[src/hdl/dtj_pkg.sv]
`default_nettype none
package dtj_pkg;
  localparam int IR_WIDTH = 4;
  localparam logic [3:0] INSN_EXTEST    = 4'h0;
  localparam logic [3:0] INSN_SAMPLE    = 4'h1;
  localparam logic [3:0] INSN_CHIP_IDENTITY_WORD    = 4'h2;
  localparam logic [3:0] INSN_USERCODE  = 4'h3;
  localparam logic [3:0] INSN_DBG_ACCESS = 4'h8;
  localparam logic [3:0] INSN_OTP_ACCESS = 4'h9;
  localparam logic [3:0] INSN_BYPASS    = 4'hF;
  localparam logic [3:0] IR_CAPTURE     = 4'h1;
  // identity fields: values arbitrary, not tied to any maker
  localparam logic [3:0]  ID_VERSION  = 4'h0;
  localparam logic [15:0] ID_PART     = 16'h0001;
  localparam logic [10:0] ID_MAKER    = 11'h001;
  localparam logic [15:0] SILICON_REV = 16'h0001;
  localparam int USER_ID_LSB = 22;
  localparam int USER_ID_MSB = 31;
  localparam int USER_ID_W   = 10;
  localparam int UNUSED_W    = 6;
  localparam int SEC_JTAG_OFF = 0;
  localparam int SEC_OTP_OFF  = 13;
  localparam int BSR_WIDTH   = 8;
  localparam int DBG_WIDTH   = 32;
  typedef enum logic [3:0] {
    TestLogicReset = 4'b0000, RunIdle   = 4'b0001, SelectDr  = 4'b0010,
    CaptureDr      = 4'b0011, ShiftDr   = 4'b0100, Exit1Dr   = 4'b0101,
    PauseDr        = 4'b0110, Exit2Dr   = 4'b0111, UpdateDr  = 4'b1000,
    SelectIr       = 4'b1001, CaptureIr = 4'b1010, ShiftIr   = 4'b1011,
    Exit1Ir        = 4'b1100, PauseIr   = 4'b1101, Exit2Ir   = 4'b1110,
    UpdateIr       = 4'b1111
  } dtj_tap_state_type;
  typedef struct packed {
    logic tck;
    logic tms;
    logic tdi;
  } dtj_jtag_in_type;
endpackage : dtj_pkg
`default_nettype wire

[src/hdl/dtj_tap_chain.sv]
// Contract
// - port serves program load, boundary scan, debug and OTP programming.
// - after reset chain holds two TAPs: boundary scan then chip TAP.
// - boundary-scan TAP follows 1149.1 and scans the I/O pins.
// - chip TAP reaches tile, switch and OTP for load and debug.
// - test reset low keeps all test logic in reset; here it passes two clk flops and leaves pinOut, bsrHold and dbgWord alone.
// - CHIP_IDENTITY_WORD gives 32-bit ID: version, part, maker, bit 0 one.
// - USERCODE gives user id high, unused span, silicon revision low.
// - user id comes from security register bits 22 to 31.
// - unprogrammed OTP gives user id all zeros.
// - global reset active low, asynchronous, resets everything; here it passes two clk flops and leaves pinOut, bsrHold and dbgWord alone.
// - after global reset wait for PLL lock before booting.
// - security bit 0 disables the test interface entirely.
// - security bit 13 refuses test reads and writes of OTP.
`default_nettype none
module dtj_tap_chain
  import dtj_pkg::*;
(
  input  wire logic                 clk,
  input  wire logic                 sys_rst,
  input  wire logic                 globalRst_n,
  input  wire logic                 testRst_n,
  input  wire dtj_jtag_in_type      jtagIn,
  input  wire logic                 pllLocked,
  input  wire logic [31:0]          securityWord,
  input  wire logic                 otpProgrammed,
  input  wire logic [BSR_WIDTH-1:0] pinIn,
  output logic                      tdo,
  output logic                      tdoOe_n,
  output logic [BSR_WIDTH-1:0]      pinOut,
  output logic                      pinTestMode,
  output logic [DBG_WIDTH-1:0]      dbgWord,
  output logic                      dbgStrobe,
  output logic                      otpAccess,
  output logic                      otpRefused,
  output logic                      bootGo
);
  logic [2:0] syncA;
  logic [2:0] syncB;
  logic       tckLast;
  logic       rstSyncA;
  logic       rstSyncB;
  logic       tckRise;
  logic       tckFall;
  logic       resetAll;
  logic       jtagOff;
  logic       tms;
  logic       tdi;
  logic       glbSyncA;
  logic       glbSyncB;
  logic [BSR_WIDTH-1:0] pinSyncA;
  logic [BSR_WIDTH-1:0] pinSyncB;

  // pins pass two flops; only the second stage is read
  always_ff @(posedge clk or posedge sys_rst) begin
    if (sys_rst) begin
      syncA   <= 3'h0;
      syncB   <= 3'h0;
      tckLast <= 1'b0;
      rstSyncA <= 1'b0;
      rstSyncB <= 1'b0;
      glbSyncA <= 1'b0;
      glbSyncB <= 1'b0;
      pinSyncA <= '0;
      pinSyncB <= '0;
    end else begin
      syncA   <= {jtagIn.tck, jtagIn.tms, jtagIn.tdi};
      syncB   <= syncA;
      tckLast <= syncB[2];
      rstSyncA <= testRst_n & globalRst_n;
      rstSyncB <= rstSyncA;
      glbSyncA <= globalRst_n;
      glbSyncB <= glbSyncA;
      pinSyncA <= pinIn;
      pinSyncB <= pinSyncA;
    end
  end

  assign tms      = syncB[1];
  assign tdi      = syncB[0];
  assign tckRise  = syncB[2] & ~tckLast;
  assign tckFall  = ~syncB[2] & tckLast;
  assign resetAll = ~rstSyncB;
  assign jtagOff  = securityWord[SEC_JTAG_OFF];

  // two TAPs in series: bscan first (tdi side), chip TAP last (tdo side)
  dtj_tap_state_type state [2];
  logic [IR_WIDTH-1:0] irShift [2];
  logic [IR_WIDTH-1:0] ir [2];
  logic [31:0] drShift [2];
  logic [BSR_WIDTH-1:0] bsrHold;
  logic [1:0] serialOut;
  logic [1:0] serialIn;

  assign serialIn[0] = tdi;
  assign serialIn[1] = serialOut[0];

  function automatic dtj_tap_state_type nextState(input dtj_tap_state_type s,
                                                  input logic m);
    unique case (s)
      TestLogicReset: nextState = m ? TestLogicReset : RunIdle;
      RunIdle:        nextState = m ? SelectDr : RunIdle;
      SelectDr:       nextState = m ? SelectIr : CaptureDr;
      CaptureDr:      nextState = m ? Exit1Dr : ShiftDr;
      ShiftDr:        nextState = m ? Exit1Dr : ShiftDr;
      Exit1Dr:        nextState = m ? UpdateDr : PauseDr;
      PauseDr:        nextState = m ? Exit2Dr : PauseDr;
      Exit2Dr:        nextState = m ? UpdateDr : ShiftDr;
      UpdateDr:       nextState = m ? SelectDr : RunIdle;
      SelectIr:       nextState = m ? TestLogicReset : CaptureIr;
      CaptureIr:      nextState = m ? Exit1Ir : ShiftIr;
      ShiftIr:        nextState = m ? Exit1Ir : ShiftIr;
      Exit1Ir:        nextState = m ? UpdateIr : PauseIr;
      PauseIr:        nextState = m ? Exit2Ir : PauseIr;
      Exit2Ir:        nextState = m ? UpdateIr : ShiftIr;
      UpdateIr:       nextState = m ? SelectDr : RunIdle;
    endcase
  endfunction : nextState

  // capture value per selected register
  function automatic logic [31:0] captureWord(input logic [IR_WIDTH-1:0] insn,
                                              input logic chipTap,
                                              input logic [31:0] sec,
                                              input logic prog,
                                              input logic [BSR_WIDTH-1:0] pins);
    logic [USER_ID_W-1:0] userId;
    userId = prog ? sec[USER_ID_MSB:USER_ID_LSB] : {USER_ID_W{1'b0}};
    captureWord = 32'h0000_0000;
    if (insn == INSN_CHIP_IDENTITY_WORD) begin
      captureWord = {ID_VERSION, ID_PART, ID_MAKER, 1'b1};
    end else if (insn == INSN_USERCODE) begin
      captureWord = {userId, {UNUSED_W{1'b0}}, SILICON_REV};
    end else if (!chipTap && (insn == INSN_SAMPLE || insn == INSN_EXTEST)) begin
      captureWord = {{(32-BSR_WIDTH){1'b0}}, pins};
    end
  endfunction : captureWord

  // shift length: bypass 1, bscan SAMPLE/EXTEST BSR_WIDTH, rest 32
  always_comb begin
    for (int t = 0; t < 2; t++) begin
      if (ir[t] == INSN_BYPASS) begin
        serialOut[t] = drShift[t][0];
      end else if (t == 0 && (ir[t] == INSN_SAMPLE || ir[t] == INSN_EXTEST)) begin
        serialOut[t] = drShift[t][0];
      end else begin
        serialOut[t] = drShift[t][0];
      end
      if (state[t] == ShiftIr) begin
        serialOut[t] = irShift[t][0];
      end
    end
  end

  for (genvar t = 0; t < 2; t++) begin : gTap
    always_ff @(posedge clk or posedge sys_rst) begin
      if (sys_rst) begin
        state[t]   <= TestLogicReset;
        irShift[t] <= IR_CAPTURE;
        ir[t]      <= INSN_CHIP_IDENTITY_WORD;
        drShift[t] <= 32'h0000_0000;
      end else if (resetAll || jtagOff) begin
        state[t]   <= TestLogicReset;
        ir[t]      <= INSN_CHIP_IDENTITY_WORD;
      end else if (tckRise) begin
        state[t] <= nextState(state[t], tms);
        unique case (state[t])
          TestLogicReset: ir[t] <= INSN_CHIP_IDENTITY_WORD;
          CaptureIr:      irShift[t] <= IR_CAPTURE;
          ShiftIr:        irShift[t] <= {serialIn[t], irShift[t][IR_WIDTH-1:1]};
          UpdateIr:       ir[t] <= irShift[t];
          CaptureDr:      drShift[t] <= captureWord(ir[t], t == 1, securityWord,
                                                    otpProgrammed, pinSyncB);
          ShiftDr: begin
            if (ir[t] == INSN_BYPASS) begin
              drShift[t] <= {31'h0000_0000, serialIn[t]};
            end else if (t == 0 && (ir[t] == INSN_SAMPLE || ir[t] == INSN_EXTEST)) begin
              drShift[t] <= {{(32-BSR_WIDTH){1'b0}}, serialIn[t],
                             drShift[t][BSR_WIDTH-1:1]};
            end else begin
              drShift[t] <= {serialIn[t], drShift[t][31:1]};
            end
          end
          default: ;
        endcase
      end
    end
  end

  // boundary-scan update and pin takeover
  always_ff @(posedge clk or posedge sys_rst) begin
    if (sys_rst) begin
      bsrHold     <= '0;
      pinOut      <= '0;
      pinTestMode <= 1'b0;
    end else if (resetAll || jtagOff) begin
      pinTestMode <= 1'b0;
    end else if (tckRise) begin
      if (state[0] == UpdateDr && ir[0] == INSN_EXTEST) begin
        bsrHold <= drShift[0][BSR_WIDTH-1:0];
        pinOut  <= drShift[0][BSR_WIDTH-1:0];
      end
      pinTestMode <= (ir[0] == INSN_EXTEST) && (state[0] != TestLogicReset);
    end
  end

  // chip TAP debug and OTP path; OTP blocked by security bit 13
  always_ff @(posedge clk or posedge sys_rst) begin
    if (sys_rst) begin
      dbgWord    <= '0;
      dbgStrobe  <= 1'b0;
      otpAccess  <= 1'b0;
      otpRefused <= 1'b0;
    end else begin
      dbgStrobe  <= 1'b0;
      otpAccess  <= 1'b0;
      otpRefused <= 1'b0;
      if (!resetAll && !jtagOff && tckRise && state[1] == UpdateDr) begin
        if (ir[1] == INSN_DBG_ACCESS) begin
          dbgWord   <= drShift[1];
          dbgStrobe <= 1'b1;
        end else if (ir[1] == INSN_OTP_ACCESS) begin
          if (securityWord[SEC_OTP_OFF]) begin
            otpRefused <= 1'b1;
          end else begin
            dbgWord   <= drShift[1];
            otpAccess <= 1'b1;
          end
        end
      end
    end
  end

  // tdo changes on falling tck, driven only in shift states
  always_ff @(posedge clk or posedge sys_rst) begin
    if (sys_rst) begin
      tdo     <= 1'b0;
      tdoOe_n <= 1'b1;
    end else if (resetAll || jtagOff) begin
      tdo     <= 1'b0;
      tdoOe_n <= 1'b1;
    end else if (tckFall) begin
      tdo     <= serialOut[1];
      tdoOe_n <= !(state[1] == ShiftDr || state[1] == ShiftIr);
    end
  end

  // boot waits for PLL lock after global reset release
  always_ff @(posedge clk or posedge sys_rst) begin
    if (sys_rst) begin
      bootGo <= 1'b0;
    end else if (!glbSyncB) begin
      bootGo <= 1'b0;
    end else if (pllLocked) begin
      bootGo <= 1'b1;
    end
  end
endmodule : dtj_tap_chain
`default_nettype wire

[config.mk]
export PLATFORM = sky130hd
export DESIGN_NAME = dtj_tap_chain
export DESIGN_NICKNAME = d
export VERILOG_FILES = /design/src/hdl/dtj_pkg.sv /design/src/hdl/dtj_tap_chain.sv
export SDC_FILE = /design/constraint.sdc
export NUM_CORES = 1
export LEC_CHECK = 0
export ABC_CLOCK_PERIOD_IN_PS = 7550
export BUFFER_PORTS_ARGS = -buffer_cell sky130_fd_sc_hd__buf_4
export CAP_MARGIN = 20
export CORE_UTILIZATION = 57
export DETAILED_ROUTE_END_ITERATION = 10
export GPL_TIMING_DRIVEN = 0
export PLACE_DENSITY = 0.79
export SETUP_SLACK_MARGIN = 0.1
export SYNTH_ARGS = -nofsm -noshare
export SYNTH_HDL_FRONTEND = slang
export SYNTH_SLANG_ARGS = --single-unit
[constraint.sdc]
create_clock -name clk -period 7.55 [get_ports clk]
set_input_delay 1.51 -clock clk [delete_from_list [all_inputs] [get_ports clk]]
set_output_delay 1.51 -clock clk [all_outputs]
set_load 0.01 [all_outputs]
== Word level (Yosys, flattened, before mapping) ==
Cells that the tools add are included.
Storage, ports and cells
  bits in registers: 162
  output and inout bits: 47
  logic and storage cells: 171
  input port bits: 49
Cells by class
  eq/ne operators: 41
  reductions and logical operators: 37
  mux-type cells: 60
  bitwise gates (word level): 7
Operator list (number)
  $mux W32: 10
  $pmux W32 S2: 2
  $pmux W4 S12: 2
  $eq A4 B4 Y1 const B: 20
  $mux W4: 12
  $eq A4 B2 Y1 const B: 8
  $eq A4 B3 Y1 const B: 8
  $pmux W4 S2: 4
  $mux W1: 23
  $reduce_and A3 Y1: 6
  $reduce_bool A2 Y1: 7
  $eq A4 B1 Y1 const B: 3
  $logic_not A4 Y1: 3
  $mux W10: 1
  $mux W8: 1
  $reduce_or A2 Y1: 4
  $mux W2: 3
  $mux W3: 2
  $reduce_bool A3 Y1: 2
  $reduce_or A3 Y1: 2
  $logic_and A1 B1 Y1: 5
  $not A1 Y1: 4
  $reduce_and A2 Y1: 2
  $reduce_bool A4 Y1: 1
  other kinds (5): 10

== Depth between registers and ports, before layout ==
Gate-level depths: netlist (run 1).
  depth after elaboration: 6
  gate-level depth with buffers: 7
  depth with buffers taken out: 4

== Worst setup path before layout (run 1) ==
OpenSTA, ideal clock, no wires.
  path type: in2reg
  start point: input securityWord[0]
  end point: register drShift[33] (netlist bit)
  path slack: 4.652 ns
  arrival time: 2.773 ns
  path buffers: 2
  cell stages on the path: 6
  data required time: 7.424 ns
  setup time: 0.126 ns
  path through: nand4bb_1 > buf_2 > a211o_1 > clkbuf_1 > a221oi_1 > nor2_1
Between the ends
  word-level cells in the longest chain between the ends: 3
RTL lines
  from (decl): line dtj_tap_chain.sv:25  | input wire logic [31:0] securityWord,
  $logic_or A1 B1 Y1: line dtj_tap_chain.sv:161  | end else if (resetAll || jtagOff) begin
  $not A1 Y1 (no line)
  $reduce_and A3 Y1 (no line)
  to (signal, indexed assignment): line dtj_tap_chain.sv:171  | CaptureDr: drShift[t] <= captureWord(ir[t], t == 1, securityWord,
  to (signal, indexed assignment): line dtj_tap_chain.sv:175  | drShift[t] <= {31'h0000_0000, serialIn[t]};
  to (signal, indexed assignment): line dtj_tap_chain.sv:177  | drShift[t] <= {{(32-BSR_WIDTH){1'b0}}, serialIn[t],
  to (decl): line dtj_tap_chain.sv:90  | logic [31:0] drShift [2];
No other way between the ends.
A chain may end at the register's enable or synchronous reset.

== Worst setup path in the final report (run 1) ==
  start point: input securityWord[0]
  end point: register pinOut[3]
Between the ends
  word-level cells in the longest chain between the ends: 3
RTL lines
  $logic_or A1 B1 Y1: line dtj_tap_chain.sv:195  | end else if (resetAll || jtagOff) begin
  $not A1 Y1 (no line)
  $reduce_and A3 Y1 (no line)
  to (signal assigned): line dtj_tap_chain.sv:200  | pinOut <= drShift[0][BSR_WIDTH-1:0];
  to (decl): line dtj_tap_chain.sv:30  | output logic [BSR_WIDTH-1:0] pinOut,
No other way between the ends.

==> run summary, run 1 <==
#FFs+latches synth: 162
Die area: 12500 sq um
Final setup fails: 0
Max Slew Vio Count: 0
Cells after Synth: 566
CTS Hold Buffers Added: 0
Slew @ Worst Pin: 0.873 ns
Final worst setup slack: 4.59 ns
Fillers: 810
Pre-antenna DRT Iters: 7
Initial antenna violation count: 0
CP arrival: 3.27 ns
I/O Buffers: 74
Int Power: 1430 uW
Sink Count: 162
Pwr/cell area: 220 nW/um^2
Switching share of power: 20.8%
Yosys warning count: 0
Main synth FF type: dfrtp_1
Gr ovfl total: 0
Core Box Area: 11600 sq um
Final WL: 14.5 mm
Vias in the first global route: 4794
Via count: 4914
Crit path max fanout: 10
Mapped cell area: 6860 sq um
Pleak: 0.00393 uW
Failing checks: design-rule violations
Post-synthesis sequential area ratio: 59.2%
Number of vias per cell: 6.01
Synth-to-layout area growth: 20.2%
Worst-Skew Late Latency: 0.43 ns
Element type at the critical path start: input pin
NumNets Final: 710
Largest net degree at the start of global routing: 108
Most common cell after layout, fill and taps aside: dfrtp_1
Slew Limit Headroom: 41.3%
Crit-path slowest cell: mux2_2
Drt initial violations: 378
Worst path required time: 7.86 ns
Status: finished, violations left
Maximum VDD drop: 193 uV
Post_cts resized: 0
Hpwl dp: 9.77 mm
Combinational share of power: 2.8%
Number of diodes: 0
Die width: 112 um
Worst Setup Path Type: input pin to flip-flop
Die height: 112 um
Post CTS Setup Buffer Count: 0
Syn nets: 615
Fmax: 337 MHz
All-Layer GR Usage: 25.2%
Initial core utilization: 59.3%
Ratio of cells with drive above 1 in the final layout: 26.7%
Flop pwr share: 48.6%
Distinct cells, synth: 59
Worst-path cell chain: buf_4 -> nand4bb_1 -> buf_2 -> nor4_1 -> nand3_1 -> mux2_2
ANT nets after route: 0
Net Switching: 378 uW
Mean area per synthesized cell: 12.1 sq um
Number of I/O pins: 96
Min Tclk post-route: 2.96 ns
Fin crit share: 39.3%
Clock root buffer: clkbuf_16
Final setup TNS: 0 ns
RSZ-0062 raised after global routing: no
Row cnt: 39
H-tree Lvls: 4
Delay of the slowest critical-path stage: 0.42 ns
Post-synth EDFFs: 0
Clock Skews: 0.00879 ns
Gpl congestion: 0.848
# Max-Cap Violations: 0
CTS tree: yes
First-pass GRT wire length: 24.3 mm
Endpoint class of the critical path: flip-flop
R2R Setup Slk: 5.26 ns
Bufs on Longest Clock Path: 2
Wire per inst: 17.7 um
TritonCTS Buffers: 17
Clock Pin Slew Worst Setup and Hold Paths: 0.06 ns
Most frequent cells in the layout: 157 x dfrtp_1, 74 x buf_4, 36 x nand2_1
Clock network fraction of total power: 48.6%
Fin. Hold Viols: 0
Post-route DRC: 9
Hold Crit Class: flip-flop to flip-flop
Synth async-reset ratio: 100%
Dpl ws: 4.16 ns
cells by family (layout without fill, tap and decap cells):
kind of cell / Yosys count / in the layout / share of synthesized area, %
and+or+nand+nor: 161 / 161 / 13.1
buffers and inverters: 54 / 162 / 3.52
xor gates and xnor gates: 3 / 3 / 0.383
DFF: 162 / 162 / 59.2
muxes: 46 / 46 / 9.16
AOI/OAI and AO/OA: 140 / 140 / 14.6
stage by stage:
| step | cell area, sq um | hold slack [ns] | power, uW | cells | util (%) |
|---|---|---|---|---|---|
| after global routing | 8240 | 0.351 | 1870 | 817 | 71.2 |
| after floorplan | 6860 | 0.331 | 923 | 566 | - |
| after CTS | 8230 | 0.349 | 1830 | 816 | 71.2 |
| after detailed placement | 7620 | 0.335 | 948 | 784 | 65.9 |
| after global placement | 7590 | 0.333 | 945 | 783 | 65.6 |
| final | 8240 | 0.346 | 1810 | 817 | 71.2 |
power groups by stage:
stage / sequential [uW] / combinational, uW / clock (uW)
after floorplan: 895 / 27.6 / 0
after detailed placement: 896 / 51.9 / 0
after global placement: 896 / 48.6 / 0
final: 880 / 51.0 / 880
after global routing: 881 / 57.5 / 931
after CTS: 880 / 52.2 / 899
area by class of cell:
type	instances	area, sq um	area share, %
buffer	42	196	2.38
inverter	12	50.0	0.608
timing repair buffer	76	588	7.14
clock buffer	21	460	5.59
clock inverter	11	150	1.82
tap	143	179	2.17
multi-input combinational	350	2550	31.0
sequential	162	4060	49.3
cell usage after synthesis, types with 10 or more instances:
cell type / count / share of area [%]
inv_1: 12 / 0.66
nor2_1: 28 / 1.5
mux2_2: 14 / 2.3
nor3_1: 11 / 0.80
o21ai_0: 32 / 2.3
nand2_1: 36 / 2.0
a22o_1: 35 / 4.5
mux2_4: 30 / 6.6
clkbuf_1: 28 / 1.5
nor2b_1: 11 / 1.0
a32oi_1: 10 / 1.3
nand3_1: 29 / 2.1
a22oi_1: 11 / 1.2
a21oi_1: 16 / 1.2
dfrtp_1: 157 / 57
layer usage:
layer	GRT usage, %	share of wire [%]	up-vias
li1	-	-	2271
met1	33.8	43	2443
met2	39.6	49	168
met3	6.31	5.7	32
met4	10.5	2.2	0
met5	0	0	-
worst max-delay path: cells and delay by family:
family                 cells  cell delay [ns]
buffers and inverters      2             0.43
multiplexers               1             0.42
AND/OR/NAND/NOR            3             0.91
final timing paths:
check                                 startpoint  depth (start not counted)                      end
max                              securityWord[0]                          6    pinOut[3]$_DFFE_PP0P_
min                        pinSyncA[5]$_DFF_PP0_                          0    pinSyncB[5]$_DFF_PP0_
max reg2reg                 state[3]$_DFFE_PP0P_                          6  drShift[22]$_DFFE_PP0P_
min reg2reg                pinSyncA[5]$_DFF_PP0_                          0    pinSyncB[5]$_DFF_PP0_
max in group asynchronous                sys_rst                          3   irShift[4]$_DFFE_PP1P_
min in group asynchronous                sys_rst                          2   drShift[5]$_DFFE_PP0P_
state kept, by name, summed over array words and instances (netlist names), 3 cells and up:
register,flops
drShift,64
dbgWord,32
irShift,8
ir,8
pinOut,8
pinSyncA,8
pinSyncB,8
state,8
syncA,3
syncB,3
No activity file was read; power rests on OpenSTA's default activity.
==> inputs of run 2 (changes only) <==
--- a/config.mk
+++ b/config.mk
@@ -5,7 +5,7 @@
 export SDC_FILE = /design/constraint.sdc
 export NUM_CORES = 1
 export LEC_CHECK = 0
-export ABC_CLOCK_PERIOD_IN_PS = 7550
+export ABC_CLOCK_PERIOD_IN_PS = 2850
 export BUFFER_PORTS_ARGS = -buffer_cell sky130_fd_sc_hd__buf_4
 export CAP_MARGIN = 20
 export CORE_UTILIZATION = 57
==> constraint.sdc (replaced) <==
create_clock -name clk -period 2.85 [get_ports clk]
set_input_delay 0.57 -clock clk [delete_from_list [all_inputs] [get_ports clk]]
set_output_delay 0.57 -clock clk [all_outputs]
set_load 0.01 [all_outputs]
==> run 2 against run 1 <==
Against the previous run: the run still ends with design-rule violations left; clock power grew 140%; highest routed layer unchanged; sequential share of layout area grew 0.14 points; via count shrank 0.41%; non-clock buffer count grew 1; routed wire length shrank 1.4%.
==> run summary, run 2 (synthesis results as in run 1) <==
Ratio of cells with drive above 1 in the final layout: 27.0% (+0.26 points)
Crit-path slowest cell: nor4b_1
Via count: 4894 (-0.41%)
Number of vias per cell: 5.98 (-0.53%)
Gpl congestion: 0.884 (+4.3%)
Crit path max fanout: 10 (unchanged)
Area of placed instances: 7650 sq um (+0.41%)
Clock Pin Slew Worst Setup and Hold Paths: 0.06 ns (about the same)
Post_cts resized: 0 (unchanged)
Hold Crit Class: input pin to flip-flop
Die area: 12500 sq um (unchanged)
ANT nets after route: 0 (unchanged)
Dpl ws: 0.397 ns (-3.76 ns)
Largest register FFs: 64 (unchanged)
CP arrival: 2.54 ns (-0.73 ns)
# Max-Cap Violations: 0 (unchanged)
Fin crit share: 78.9%
Pwr/cell area: 563 nW/um^2 (+160%)
Largest net degree at the start of global routing: 46 (-57%)
Failing checks: design-rule violations
Clock Skews: 0.00646 ns (-0.00233 ns)
Worst-path cell chain: clkbuf_1 -> nor4b_1 -> nor4_2 -> a32oi_1 -> o21ai_0
Min Tclk post-route: 2.25 ns
Element type at the critical path start: flip-flop
Row cnt: 39 (unchanged)
Slew @ Worst Pin: 1.02 ns (+0.144 ns)
Worst path required time: 3.15 ns (-4.71 ns)
Pleak: 0.00390 uW (-0.63%)
RSZ-0062 raised after global routing: no
Most frequent cells in the layout: 157 x dfrtp_1, 74 x buf_4, 36 x nand2_1
H-tree Lvls: 4 (unchanged)
Biggest regs: drShift (64), dbgWord (32)
Initial core utilization: 59.3% (unchanged)
Final setup fails: 0 (unchanged)
Most common cell after layout, fill and taps aside: dfrtp_1
Die height: 112 um (unchanged)
Worst-Skew Late Latency: 0.43 ns (about the same)
Post-route DRC: 9 (unchanged)
All-Layer GR Usage: 25.1% (-0.11 points)
NumNets Final: 711 (+0.14%)
Wire per inst: 17.5 um (-1.5%)
Initial antenna violation count: 0 (unchanged)
Final worst setup slack: 0.600 ns (-3.99 ns)
Drt initial violations: 326 (-14%)
Top delay family on crit path: simple AND/OR/NAND/NOR gates
Fin. Hold Viols: 0 (unchanged)
Sink Count: 162 (unchanged)
Finished Cell Area: 8210 sq um (-0.29%)
Gr ovfl total: 0 (unchanged)
Clock root buffer: clkbuf_16
Max Slew Vio Count: 0 (unchanged)
Delay of the slowest critical-path stage: 0.91 ns (+0.49 ns)
Slew Limit Headroom: 31.2% (-10 points)
Worst Setup Path Type: flip-flop to flip-flop
Vias in the first global route: 4881 (+1.8%)
Largest Register: drShift
Pre-antenna DRT Iters: 8 (+1)
Status: finished, violations left
Core Box Area: 11600 sq um (unchanged)
Die width: 112 um (unchanged)
TritonCTS Buffers: 17 (unchanged)
Bufs on Longest Clock Path: 2 (unchanged)
CTS tree: yes
Number of I/O pins: 96 (unchanged)
Number of diodes: 0 (unchanged)
Hpwl dp: 9.97 mm (+2.0%)
Maximum VDD drop: 510 uV (+160%)
I/O Buffers: 74 (unchanged)
CTS Hold Buffers Added: 0 (unchanged)
Synth-to-layout area growth: 19.8%
Fmax: 445 MHz
Endpoint class of the critical path: flip-flop
Post CTS Setup Buffer Count: 0 (unchanged)
Final WL: 14.3 mm (-1.4%)
CP bufs+invs: 1 (-1)
First-pass GRT wire length: 24.4 mm (about the same)
==> run 2: metal layers <==
layer  track usage (%)  wire, um  share of wire (%)  up-vias
met3              4.95       726                5.1       24
met2              39.9      6910                 48      186
li1                  -         -                  -     2265
met1              33.3      6280                 44     2419
met5                 0         0                  0        -
met4              12.5       358                2.5        0
==> run 2: cell type report <==
class,count,area (sq um)
Tap cell,143,179
Timing Repair Buffer,77,616
Fill cell,792,3350
Sequential cell,162,4060
Inverter,12,48.8
Clock buffer,18,429
Multi-Input combinational cell,350,2550
Clock inverter,14,131
Buffer,42,196
==> run 2: path summary, 6_finish.rpt <==
check,from,to,slack (ns),cells past startpoint
max in group asynchronous,sys_rst,ir[5]$_DFFE_PP1P_,1.53,4
min in group asynchronous,sys_rst,dbgWord[1]$_DFFE_PP0P_,0.30,2
worst max register to register,state[7]$_DFFE_PP0P_,drShift[58]$_DFFE_PP0P_,0.60,5
worst min register to register,glbSyncA$_DFF_PP0_,glbSyncB$_DFF_PP0_,0.35,0
worst min-delay path,pinIn[0],pinSyncA[0]$_DFF_PP0_,0.25,1
worst max-delay path,state[7]$_DFFE_PP0P_,drShift[58]$_DFFE_PP0P_,0.60,5
==> run 2: through the flow <==
stage	total power, uW	TNS, ns	utilization, %	hold WS, ns	cells
2_1_floorplan	2450	0	-	0.331	566
3_3_place_gp	2500	-87.86	65.7	0.331	783
3_5_place_dp	2520	0	66.2	0.337	786
4_1_cts	4660	0	71.0	0.230	818
5_1_grt	4780	0	71.0	0.228	818
6_report	4630	0	71.0	0.246	818
==> run 2: power by group <==
part           switching (uW)  total (uW)  leakage [uW]  internal (uW)
Clock                     945        2150      0.000263           1210
Sequential               9.94        2330       0.00215           2320
Combinational            90.9         141       0.00149           50.5
Total                    1050        4630       0.00390           3580
==> inputs of run 3 (changes only) <==
--- a/config.mk
+++ b/config.mk
@@ -5,13 +5,14 @@
 export SDC_FILE = /design/constraint.sdc
 export NUM_CORES = 1
 export LEC_CHECK = 0
-export ABC_CLOCK_PERIOD_IN_PS = 2850
+export ABC_AREA = 1
+export ABC_CLOCK_PERIOD_IN_PS = 1880
 export BUFFER_PORTS_ARGS = -buffer_cell sky130_fd_sc_hd__buf_4
 export CAP_MARGIN = 20
-export CORE_UTILIZATION = 57
+export CORE_UTILIZATION = 52
 export DETAILED_ROUTE_END_ITERATION = 10
 export GPL_TIMING_DRIVEN = 0
-export PLACE_DENSITY = 0.79
+export PLACE_DENSITY = 0.76
 export SETUP_SLACK_MARGIN = 0.1
 export SYNTH_ARGS = -nofsm -noshare
 export SYNTH_HDL_FRONTEND = slang
==> constraint.sdc (replaced) <==
create_clock -name clk -period 1.88 [get_ports clk]
set_input_delay 0.376 -clock clk [delete_from_list [all_inputs] [get_ports clk]]
set_output_delay 0.376 -clock clk [all_outputs]
set_load 0.01 [all_outputs]
==> run 3 against run 2 <==
Against the previous run: the run now ends clean; sequential share of layout area decreased by 2.4 points; hold slack worse by 0.19 ns; via count is 16% higher; register-to-register slack worse by 0.38 ns.
==> run summary, run 3 <==
Fmax: 602 MHz (+35%)
Synth-to-layout area growth: 22.3%
Pleak: 0.00451 uW (+16%)
Delay of the slowest critical-path stage: 0.59 ns (-0.32 ns)
Worst hold stages: 1 (unchanged)
ANT nets after route: 0 (unchanged)
Yosys warning count: 0 (unchanged)
Die area: 14000 sq um (+13%)
Most frequent cells in the layout: 253 x nand2_1, 156 x dfrtp_1, 94 x inv_1
Ratio of cells with drive above 1 in the final layout: 20.6% (-6.4 points)
Worst Setup Path Type: flip-flop to flip-flop
Final WL: 14.9 mm (+4.6%)
Maximum VDD drop: 706 uV (+38%)
Distinct cells, synth: 35 (-41%)
Largest net degree at the start of global routing: 43 (-6.5%)
Main synth FF type: dfrtp_1
Fillers: 1124 (+42%)
Worst path required time: 2.19 ns (-0.96 ns)
RSZ-0062 raised after global routing: yes
Core Box Area: 13200 sq um (+15%)
Hold Crit Class: input pin to flip-flop
Wire per inst: 13.5 um (-23%)
Share of the synthesized area in the top cell type: 55.7% (-1.6 points)
Vias in the first global route: 5559 (+14%)
Min Tclk post-route: 1.66 ns (-0.588 ns)
Placed Cells: 1069 (+36%)
Worst-path cell chain: nand2_1 -> nor2_1 -> nor2_4 -> buf_6 -> a21oi_1 -> a21oi_1
# Max-Cap Violations: 0 (unchanged)
Bufs on Longest Clock Path: 2 (unchanged)
Fin crit share: 88.4% (+9.5 points)
CP bufs+invs: 1 (unchanged)
WP depth: 6 (+1)
I/O Buffers: 75 (+1.4%)
Switching share of power: 21.2% (-1.4 points)
Mapped cell area: 7060 sq um (+3.0%)
Via count: 5663 (+16%)
Post-route DRC: 0 (-9)
Crit path max fanout: 10 (unchanged)
First-pass GRT wire length: 26.0 mm (+6.6%)
Number of vias per cell: 5.12 (-14%)
Most common cell after layout, fill and taps aside: nand2_1
Gr ovfl total: 0 (unchanged)
Hold WS: 0.0537 ns (-0.193 ns)
Cells after Synth: 814 (+44%)
Dpl ws: -0.108 ns (-0.505 ns)
Combinational share of power: 3.0% (about the same)
Number of I/O pins: 96 (unchanged)
Int Power: 5670 uW (+58%)
Synth top cells by count: 254 x nand2_1, 157 x dfrtp_1, 95 x inv_1
Worst r2r path cells: 6 (+1)
All-Layer GR Usage: 23.4% (-1.7 points)
Row cnt: 42 (+7.7%)
Sink Count: 162 (unchanged)
Worst-Skew Late Latency: 0.42 ns (about the same)
Crit-path slowest cell: dfstp_2
Flop pwr share: 49.2% (-1.2 points)
Pwr Total: 7190 uW (+55%)
Max Slew Vio Count: 0 (unchanged)
Final setup fails: 0 (unchanged)
Initial antenna violation count: 0 (unchanged)
Pre-antenna DRT Iters: 6 (-2)
Clock Pin Slew Worst Setup and Hold Paths: 0.06 ns (about the same)
H-tree Lvls: 4 (unchanged)
Initial core utilization: 53.3% (-6.0 points)
Gpl congestion: 0.884 (about the same)
Synth async-reset ratio: 100% (unchanged)
NumNets Final: 965 (+36%)
Largest cells by area after synthesis: dfrtp_1 56%, nand2_1 14%, inv_1 5.1%, nand3_1 4.4%, o22ai_1 3.2%
Fin. Hold Viols: 0 (unchanged)
Final worst setup slack: 0.218 ns (-0.382 ns)
Post-synthesis sequential area ratio: 57.5% (-1.7 points)
Pwr/cell area: 833 nW/um^2 (+48%)
#FFs+latches synth: 162 (unchanged)
Mean area per synthesized cell: 8.67 sq um (-28%)
Post-synth EDFFs: 0 (unchanged)
Slew @ Worst Pin: 0.465 ns (-0.552 ns)
Die width: 119 um (+6.1%)
Hpwl dp: 10.5 mm (+5.6%)
Die height: 119 um (+6.1%)
Status: finished clean
Clock network fraction of total power: 47.9% (+1.4 points)
Cell Count, Final, Fillers Out: 1105 (+35%)
Endpoint class of the critical path: flip-flop
CTS tree: yes
Element type at the critical path start: flip-flop
Syn nets: 863 (+40%)
CP arrival: 1.97 ns (-0.57 ns)
Biggest regs: drShift (64), dbgWord (32)
Clock Skews: 0.00602 ns (-0.000438 ns)
Clock root buffer: clkbuf_16
Post-synth top area cell: dfrtp_1
Top delay family on crit path: flip-flops
Largest register FFs: 64 (unchanged)
Count leader, synth: nand2_1
Largest Register: drShift
Drt initial violations: 306 (-6.1%)
Net Switching: 1530 uW (+46%)
Slew Limit Headroom: 68.9% (+38 points)
CP most frequent cell: a21oi_1
TritonCTS Buffers: 17 (unchanged)
Number of diodes: 0 (unchanged)
## run 3: what timing repair did
action | 4_1_cts | 5_1_grt
hold buffers | 1 | 0
gates resized for setup | 1 | 20
pin swaps | 0 | 1
setup endpoints to repair | 8 | 91
hold endpoints to repair | 15 | 0
setup buffers | 0 | 3
## run 3: kinds of logic (layout without fill, tap and decap cells)
group                  Yosys count  after routing  synth area share (%)
AO/OA/AOI/OAI                  124            124                  10.2
buffers and inverters          131            246                  8.26
flip-flops                     162            162                  57.5
AND/OR/NAND/NOR                397            397                  24.0
## run 3: metrics by stage
step,area [sq um],util (%),setup TNS (ns)
finish,8630,65.2,0
global route,8630,65.2,0
CTS,8540,64.5,0
detailed placement,7930,59.8,-0.753
global placement,7850,59.2,-238.80
floorplan,7060,-,-86.39
## run 3: metal layers
metal  GRT usage, %  wire, um
met1           30.4      6760
met2           39.2      7340
met3           4.44       536
met4           8.94       302
met5              0         0
## run 3: final timing paths
check	slack, ns	endpoint	from
worst min register to register	0.35	pinSyncB[1]$_DFF_PP0_	pinSyncA[1]$_DFF_PP0_
worst max-delay path	0.22	drShift[37]$_DFFE_PP0P_	ir[5]$_DFFE_PP1P_
min in group asynchronous	0.53	dbgWord[11]$_DFFE_PP0P_	sys_rst
worst min-delay path	0.05	syncA[0]$_DFF_PP0_	jtagIn[0]
worst max register to register	0.22	drShift[37]$_DFFE_PP0P_	ir[5]$_DFFE_PP1P_
max in group asynchronous	0.55	drShift[34]$_DFFE_PP0P_	sys_rst
## run 3: power groups by stage
stage	sequential (uW)	clock [uW]	combinational, uW
2_1_floorplan	3600	0	104
3_3_place_gp	3600	0	190
3_5_place_dp	3600	0	213
4_1_cts	3540	3520	216
5_1_grt	3540	3660	241
6_report	3540	3450	213
## run 3: final cells by class
type	count	area (sq um)	share of cell area, %
Clock buffer	21	470	5.45
Buffer	28	201	2.33
Sequential cell	162	4060	47.0
Multi-Input combinational cell	521	2470	28.6
Tap cell	176	220	2.55
Inverter	103	392	4.54
Clock inverter	11	129	1.49
Timing Repair Buffer	83	688	7.97
